[src/mcb_defines.vh]
`ifndef MCB_DEFINES_VH
`define MCB_DEFINES_VH
// model-register addresses
`define MCB_BANK0_ADDR       12'h400
`define MCB_BANK_STRIDE      12'h004
`define MCB_GSTATUS_ADDR     12'h17A
`define MCB_CAP_ADDR         12'h179
`define MCB_LEG_LOC_ADDR     12'h000
`define MCB_LEG_KIND_ADDR    12'h001
// register slot inside a bank
`define MCB_SLOT_STATUS      2'h1
`define MCB_SLOT_LOC         2'h2
`define MCB_SLOT_EXTRA       2'h3
// status field positions
`define MCB_ST_ENTRY         63
`define MCB_ST_LOST          62
`define MCB_ST_NOTFIXED      61
`define MCB_ST_EXTRA         59
`define MCB_ST_LOC           58
`define MCB_ST_CTXBAD        57
// global status field positions
`define MCB_GS_RESTART       0
`define MCB_GS_INPROG        2
// capability presence bit for the bank architecture
`define MCB_CAP_ARCH         9
// reset values
`define MCB_RST_64           64'h0000000000000000
`endif

[src/mcb_bank.v]
`timescale 1ns/1ps
`include "mcb_defines.vh"
// one error bank: holds a single logged entry
module mcb_bank
(
	input  wire        core_clk,
	input  wire        srst,
	input  wire        err_valid,     // error report pulse
	input  wire [63:0] err_status,    // status incl. flags
	input  wire [63:0] err_loc,       // fault location
	input  wire [63:0] err_extra,     // extra information
	input  wire        clr_wr,        // software write of zeros to status
	output reg  [63:0] status_q,
	output reg  [63:0] loc_q,
	output reg  [63:0] extra_q
);
	// capture and clear of the single entry
	always @(posedge core_clk)
	begin
		if (srst)
		begin
			status_q <= `MCB_RST_64;
			loc_q    <= `MCB_RST_64;
			extra_q  <= `MCB_RST_64;
		end
		else if (err_valid && (!status_q[`MCB_ST_ENTRY] || clr_wr))
		begin
			status_q <= err_status | (64'h1 << `MCB_ST_ENTRY);
			loc_q    <= err_loc;
			extra_q  <= err_extra;
		end
		else if (err_valid)
			status_q[`MCB_ST_LOST] <= 1'b1;
		else if (clr_wr)
			status_q <= `MCB_RST_64;
	end
endmodule

[src/mcb_top.v]
`timescale 1ns/1ps
`include "mcb_defines.vh"
// What this block does
// - corrected errors logged, no exception raised
// - location flag marks location register valid
// - extra-info flag marks extra register valid
// - zero write clears lost and present
// - next error loads after clear
// - in-progress flag set during exception
// - restartable needs clean context and restart-ok
// - legacy kind/location readable when trap enabled
// - legacy registers undefined with bank architecture
// - one logged error per bank
// - bank zero at 400H, count in capability
// - not-fixed flag tells uncorrected error
module mcb_top
#(
	parameter NBANK = 4
)
(
	input  wire             core_clk,
	input  wire             srst,
	input  wire [NBANK-1:0] err_valid,            // per-bank error pulse
	input  wire             err_not_fixed,        // error was not corrected
	input  wire             err_ctx_bad,          // context corrupt
	input  wire             err_has_loc,          // location valid
	input  wire             err_has_extra,        // extra info valid
	input  wire [15:0]      err_code,             // error code
	input  wire [63:0]      err_loc,              // fault address
	input  wire [63:0]      err_extra,            // extra information
	input  wire             err_restart_ok,       // restart point valid
	input  wire             check_trap_enable,    // control_register_four trap bit
	input  wire             arch_present,         // bank architecture implemented
	input  wire             msr_rd,               // model_reg_read_op strobe
	input  wire             msr_wr,               // model register write strobe
	input  wire [11:0]      msr_addr,             // register address
	input  wire [63:0]      msr_wdata,            // write data
	input  wire             exc_done,             // handler return
	output reg  [63:0]      msr_rdata,            // read data
	output reg              msr_rvalid,           // read answer pulse
	output reg              mc_exception,         // exception request pulse
	output wire             exception_in_progress_flag,
	output wire             restartable           // current restart verdict
);
	reg  [63:0] gstat_q;       // global check status
	reg  [63:0] leg_kind_q;    // legacy error kind
	reg  [63:0] leg_loc_q;     // legacy error location
	reg  [NBANK-1:0] prev_ctx_q; // context-corrupt of last uncorrected error
	wire [64*NBANK-1:0] st_w;  // all bank status words, bank 0 lowest
	wire [64*NBANK-1:0] lo_w;  // all bank location words
	wire [64*NBANK-1:0] ex_w;  // all bank extra-information words
	wire [63:0] new_status;    // status word built from the error qualifiers
	wire        any_err;       // some bank reports an error this cycle
	wire        uncorr;        // the report is an uncorrected error
	reg  [63:0] rd_mux;        // read data chosen from the address this cycle
	integer     rb;            // bank loop index of the read mux

	// bank count held at 32 bits so the capability field can slice it
	localparam [31:0] NBANK_32 = NBANK;

	// bank index and slot decode shared by read and write
	// the offset wraps in 13 bits, so addresses below the bank window
	// turn into large values and never alias a bank slot
	function [12:0] bank_hit;
		input [11:0] a;
		input integer b;
		integer span;
		begin
			span = b * 4;
			bank_hit = {1'b0, a} - {1'b0, `MCB_BANK0_ADDR} - span[12:0];
		end
	endfunction

	assign new_status = {1'b0, 1'b0, err_not_fixed, 1'b0, err_has_extra, err_has_loc,
		err_ctx_bad, 41'h0, err_code};
	// the qualifiers are shared by all banks; only one report is
	// expected per cycle, so a shared status word costs nothing
	assign any_err = |err_valid;
	// corrected errors silent
	// corrected errors are still logged by the bank, they only skip
	// the exception request and the global status, context and legacy updates
	assign uncorr = any_err & err_not_fixed;

	genvar g;
	generate
		for (g = 0; g < NBANK; g = g + 1)
		begin : bank
			// clearing write aimed at this bank's status slot
			wire clr;
			// a nonzero write is ignored on purpose: software may only
			// retire an entry, never forge one
			// only full zero write clears
			assign clr = msr_wr && (msr_wdata == 64'h0) &&
				(bank_hit(msr_addr, g) == {11'h0, `MCB_SLOT_STATUS});
			mcb_bank u_bank
			(
				.core_clk   (core_clk),
				.srst       (srst),
				.err_valid  (err_valid[g]),
				.err_status (new_status),
				.err_loc    (err_loc),
				.err_extra  (err_extra),
				.clr_wr     (clr),
				.status_q   (st_w[64*g +: 64]),
				.loc_q      (lo_w[64*g +: 64]),
				.extra_q    (ex_w[64*g +: 64])
			);
		end
	endgenerate

	// global status, exception request and legacy capture
	// a new uncorrected error wins over a software write or a handler
	// return in the same cycle, so the in-progress mark is never lost
	always @(posedge core_clk)
	begin
		if (srst)
		begin
			gstat_q      <= `MCB_RST_64;
			leg_kind_q   <= `MCB_RST_64;
			leg_loc_q    <= `MCB_RST_64;
			prev_ctx_q   <= {NBANK{1'b0}};
			mc_exception <= 1'b0;
		end
		else
		begin
			mc_exception <= uncorr;
			if (uncorr)
			begin
				gstat_q[`MCB_GS_INPROG]  <= 1'b1;
				gstat_q[`MCB_GS_RESTART] <= err_restart_ok;
				prev_ctx_q <= err_valid & {NBANK{err_ctx_bad}};
				leg_kind_q <= {48'h0, err_code};
				leg_loc_q  <= err_loc;
			end
			// software writes global status, e.g. clearing in-progress
			else if (msr_wr && msr_addr == `MCB_GSTATUS_ADDR)
				gstat_q <= msr_wdata;
			else if (exc_done)
				gstat_q[`MCB_GS_INPROG] <= 1'b0;
		end
	end

	assign exception_in_progress_flag = gstat_q[`MCB_GS_INPROG];
	assign restartable = gstat_q[`MCB_GS_RESTART] & ~(|prev_ctx_q);

	// read data selection from the address alone
	// unmapped addresses and slot zero of every bank read as zero
	always @*
	begin
		rd_mux = 64'h0;
		if (msr_addr == `MCB_CAP_ADDR)
			rd_mux = {54'h0, arch_present, 1'b0, NBANK_32[7:0]};
		// global status as last set by an error, a handler return or software
		else if (msr_addr == `MCB_GSTATUS_ADDR)
			rd_mux = gstat_q;
		// invalid with architecture
		// the legacy pair reads zero rather than stale data when the
		// bank architecture is present or the trap is disabled
		else if (msr_addr == `MCB_LEG_KIND_ADDR)
			rd_mux = (check_trap_enable && !arch_present) ? leg_kind_q : 64'h0;
		else if (msr_addr == `MCB_LEG_LOC_ADDR)
			rd_mux = (check_trap_enable && !arch_present) ? leg_loc_q : 64'h0;
		// bank slots; at most one bank can match a given address
		for (rb = 0; rb < NBANK; rb = rb + 1)
		begin
			// status slot
			if (bank_hit(msr_addr, rb) == {11'h0, `MCB_SLOT_STATUS})
				rd_mux = st_w[64*rb +: 64];
			// location slot
			else if (bank_hit(msr_addr, rb) == {11'h0, `MCB_SLOT_LOC})
				rd_mux = lo_w[64*rb +: 64];
			// extra-information slot
			else if (bank_hit(msr_addr, rb) == {11'h0, `MCB_SLOT_EXTRA})
				rd_mux = ex_w[64*rb +: 64];
		end
	end

	// read port, one cycle latency
	// the data register follows the address every cycle; only the valid
	// pulse tells software which cycle carries its answer
	always @(posedge core_clk)
	begin
		if (srst)
		begin
			msr_rdata  <= `MCB_RST_64;
			msr_rvalid <= 1'b0;
		end
		else
		begin
			msr_rdata  <= rd_mux;
			msr_rvalid <= msr_rd;
		end
	end
endmodule

[config.mk]
export PLATFORM = sky130hd
export DESIGN_NAME = mcb_top
export DESIGN_NICKNAME = d
export VERILOG_FILES = /design/src/mcb_bank.v /design/src/mcb_top.v
export VERILOG_INCLUDE_DIRS = /design/src
export SDC_FILE = /design/constraint.sdc
export NUM_CORES = 2
export LEC_CHECK = 0
export ABC_AREA = 1
export BUFFER_PORTS_ARGS = -buffer_cell sky130_fd_sc_hd__buf_2
export CAP_MARGIN = 20
export CORE_MARGIN = 8
export CORE_UTILIZATION = 60
export DETAILED_ROUTE_END_ITERATION = 10
export PLACE_DENSITY_LB_ADDON = 0.15
export SETUP_SLACK_MARGIN = 0.05
export SKIP_LAST_GASP = 1
export SYNTH_ARGS = -nofsm -noshare
export SYNTH_HDL_FRONTEND = slang
export SYNTH_SLANG_ARGS = --single-unit
[constraint.sdc]
create_clock -name core_clk -period 3.1 [get_ports core_clk]
set_input_delay 0.62 -clock core_clk [delete_from_list [all_inputs] [get_ports core_clk]]
set_output_delay 0.62 -clock core_clk [all_outputs]
set_load 0.02 [all_outputs]
==> summary.md <==
| Metric | Value |
|---|---|
| Status | `complete, no violations` |
| FP Rows | `between 80 and 90` |
| Drt first pass iters | `7` |
| Worst Path Buf+Inv | `4` |
| Reg clk slew, reported paths | `60 ps` |
| Cts repair resizes | `0` |
| Final nets | `5315` |
| Area contributors post-synth | `dfxtp_1 (48%), o21ai_0 (11%), nor2_1 (9.0%)` |
| Most frequent cells after synthesis | `nor2_1 (825), dfxtp_1 (814), o21ai_0 (775)` |
| Synth unique cells | `46` |
| Crit Path Max Fanout | `79` |
| Pwr Total | `24600 uW` |
| Starting Density | `60.8%` |
| Sw Pwr | `slightly above 6000 uW` |
| Power per Cell Area | `598 mW/mm^2` |
| WHS Path Cells | `3` |
| Total CTS buffers | `84` |
| Worst Path Required | `between 3000 and 4000 ps` |
| Final hold vios | `0` |
| Inst Count DP | `5742` |
| PortBufs | `~300` |
| Worst slew pin tran | `653 ps` |
| CTS Buffer Depth | `3` |
| Pins Over Slew Limit | `0` |
| Prevailing post-synth register cell | `dfxtp_1` |
| Cell Area, Synth | `0.0343 sq mm` |
| Routability cong. | `0.984` |
| Postcts setup bufs | `0` |
| Hpwl dp | `81300 microns` |
| CP peak stage delay | `580 ps` |
| Layout area overhead | `19.9%` |
| Latest clock arrival within the worst-skew pair | `about 640 ps` |
| Ratio of final minimum period to clock period | `around 89%` |
| #FFs+latches synth | `814` |
| Area taken by multi-input logic gates | `0.0146 sq mm` |
| Crit end category | `register` |
| CP Cell Sequence | `buf_2, nor4_1, buf_4, nand3_1, nor4_2, buf_4, nand2_1, nand2_1, nand2_4, buf_12, o21ai_0, a21oi_1` |
| Final core utilization | `72.8%` |
| Io pins | `304` |
| Comb pwr share | `approximately a tenth` |
| Count leader, synth | `nor2_1` |
| CTS HTree Levels | `3` |
| Clock network power share | `a little over two fifths` |
| Final wirelength | `120000 microns` |
| GRT overflow | `0` |
| Tmin final | `2760 ps` |
| Synth Net Count | `5003` |
| Cts hold-fix bufs | `0` |
| Yosys top cell area share | `47.6%` |
| Maximum vdd drop | `0.000465 V` |
| Die Area | `0.0650 sq mm` |
| Fraction of layout cells with a size suffix above 1 | `14.5%` |
| Static Leak | `0.0174 uW` |
| Largest net degree at the start of global routing | `137` |
| Clk_skew | `between 20 and 25 ps` |
| CTS tree | `done` |
| Internal power | `roughly 18000 uW` |
| Area leader, netlist | `dfxtp_1` |
| Critical path's top delay family | `simple AND/OR/NAND/NOR gates` |
| EDFF count, synth | `0` |
| Vias | `~34000` |
| Avg Cell Area, Syn | `7.20 sq um` |
| WP depth | `12` |
| Synthesized netlist cell count | `4760` |
| Final Setup Violations | `0` |
| Core footprint | `0.0564 sq mm` |
| GRT Overall Usage | `35.3%` |
| FMAX | `0.362 GHz` |
| DRC viols | `0` |
| First-pass GRT wire length | `180000 microns` |
| Sequential Area | `0.0163 sq mm` |
| Die Width | `around 250 microns` |
| Die height | `255 microns` |
| Number of antenna violations at the first check in global routing | `26` |
| Final worst setup slack | `340 ps` |
| Sequential power share | `between 40% and 50%` |
| Total clock sinks | `about 810` |
| Max-slew headroom | `56.5%` |
| Hold Slack | `187 ps` |
| Kind of critical path | `in2reg` |
| Place WS | `-201 ps` |
| Filler cells | `4561` |
| First DRT Iteration DRCs | `3854` |
| Vias in the first global route | `approximately 31000` |
| Hold Crit Class | `in2reg` |
| Post-synth ARST share | `0%` |
| Max-Cap Viols | `0` |
| Slowest cell on the critical path | `nor4_1` |
| RSZ-0062 raised after global routing | `no` |
| DRT antenna net count | `0` |
| Post-Layout Cell Count | `5907` |
| Net Sw Frac | `25.0%` |
| Via-to-Cell Ratio | `5.84` |
| Root buf cell | `clkbuf_16` |
| Per-cell routed wire length | `just over 20 microns` |
| CP Launch Type | `primary input` |
| Register area share after synthesis | `between 40% and 50%` |
| Path depth of the worst reg2reg path | `11` |
| Critical path arrival | `3260 ps` |
| Synth warnings | `0` |
state kept, by name, summed over array words and instances, names as in the netlist:
register              count
mc_exception              1
gstat_q                  64
leg_loc_q                64
prev_ctx_q                4
msr_rvalid                1
msr_rdata                64
leg_kind_q               16
bank.u_bank.extra_q     256
bank.u_bank.status_q     88
bank.u_bank.loc_q       256
per-layer routing:
layer / global-route usage, % / routed length (microns) / up-vias
li1: - / - / 16322
met1: 48.0 / 47800 / 15828
met2: 53.5 / 52400 / 1984
met3: 8.61 / 14900 / 335
met4: 14.5 / 4570 / 22
met5: 0 / 133 / -
cell usage in the layout (no fill, tap or decap), types with 6 or more instances in the layout:
| cell | instances |
|---|---|
| o211ai_1 | 37 |
| nand4_1 | 64 |
| ha_1 | 7 |
| or2_2 | 7 |
| clkbuf_1 | 16 |
| nor2_2 | 6 |
| o32ai_1 | 18 |
| nand2_2 | 10 |
| buf_2 | 303 |
| nor4_1 | 20 |
| nand2_4 | 6 |
| a21oi_1 | 497 |
| o221ai_1 | 8 |
| dfxtp_1 | 814 |
| nand3_1 | 62 |
| clkbuf_16 | 87 |
| a211oi_1 | 12 |
| inv_2 | 12 |
| bufinv_16 | 11 |
| o21ai_1 | 63 |
| clkinv_2 | 16 |
| clkbuf_8 | 16 |
| nor3_1 | 24 |
| nor2_1 | 825 |
| a221oi_1 | 34 |
| buf_4 | 183 |
| nand2_1 | 499 |
| buf_12 | 66 |
| diode_2 | 13 |
| inv_1 | 509 |
| o21ai_0 | 772 |
| o22ai_1 | 89 |
power groups by stage:
| stage | Combinational (uW) | Clock (uW) | Sequential (uW) |
|---|---|---|---|
| 6_report | 2390 | 10800 | 11400 |
| 5_1_grt | 2630 | 11200 | 11500 |
| 4_1_cts | 2340 | 10800 | 11400 |
| 3_5_place_dp | 2310 | 0 | 11600 |
| 3_3_place_gp | 2250 | 0 | 11600 |
| 2_1_floorplan | 1410 | 0 | 11600 |
cell type report:
class                      count  area share (%)
multi-input combinational   3090            35.6
antenna                       13          0.0792
tap                          756            2.30
clock buffer                 119            5.98
inverter                     530            4.88
clock inverter                33            1.19
sequential                   814            39.7
timing repair buffer         552            10.3
per-stage QoR:
| stage | TNS, ps | cell area, sq um |
|---|---|---|
| global placement | -40950 | 38100 |
| global route | 0 | 41100 |
| CTS | 0 | 41000 |
| detailed placement | -32710 | 38100 |
| floorplan | 0 | 34300 |
| finish | 0 | 41100 |
worst register-to-register path, delay by kind of cell, from the launching register on:
kind | cells | cell delay, ps
and+or+nand+nor | 6 | 600
buffers and inverters | 3 | 350
AOI/OAI and AO/OA | 2 | 350
DFF | 1 | 300
path summary, 6_finish.rpt:
kind	from	endpoint	slack, ps
worst max-delay path	msr_wdata[58]	bank[3].u_bank.loc_q[42]	340
worst min-delay path	msr_rd	msr_rvalid	190
worst max register to register	gstat_q[61]	msr_rdata[61]	1410
worst min register to register	bank[3].u_bank.extra_q[48]	bank[3].u_bank.extra_q[48]	440
cells by family (layout without fill, tap and decap cells):
family	count (synthesis)	count (layout)	share of synthesized area (%)
AND/OR/NAND/NOR	1539	1539	18.2
AO/OA/AOI/OAI	1539	1539	23.9
adder cells (fa/ha/maj)	7	7	0.256
buffers and inverters	856	1234	9.92
other	0	13	0
XOR/XNOR	5	5	0.128
flip-flops	814	814	47.6
(Power assumes the default switching activity.)
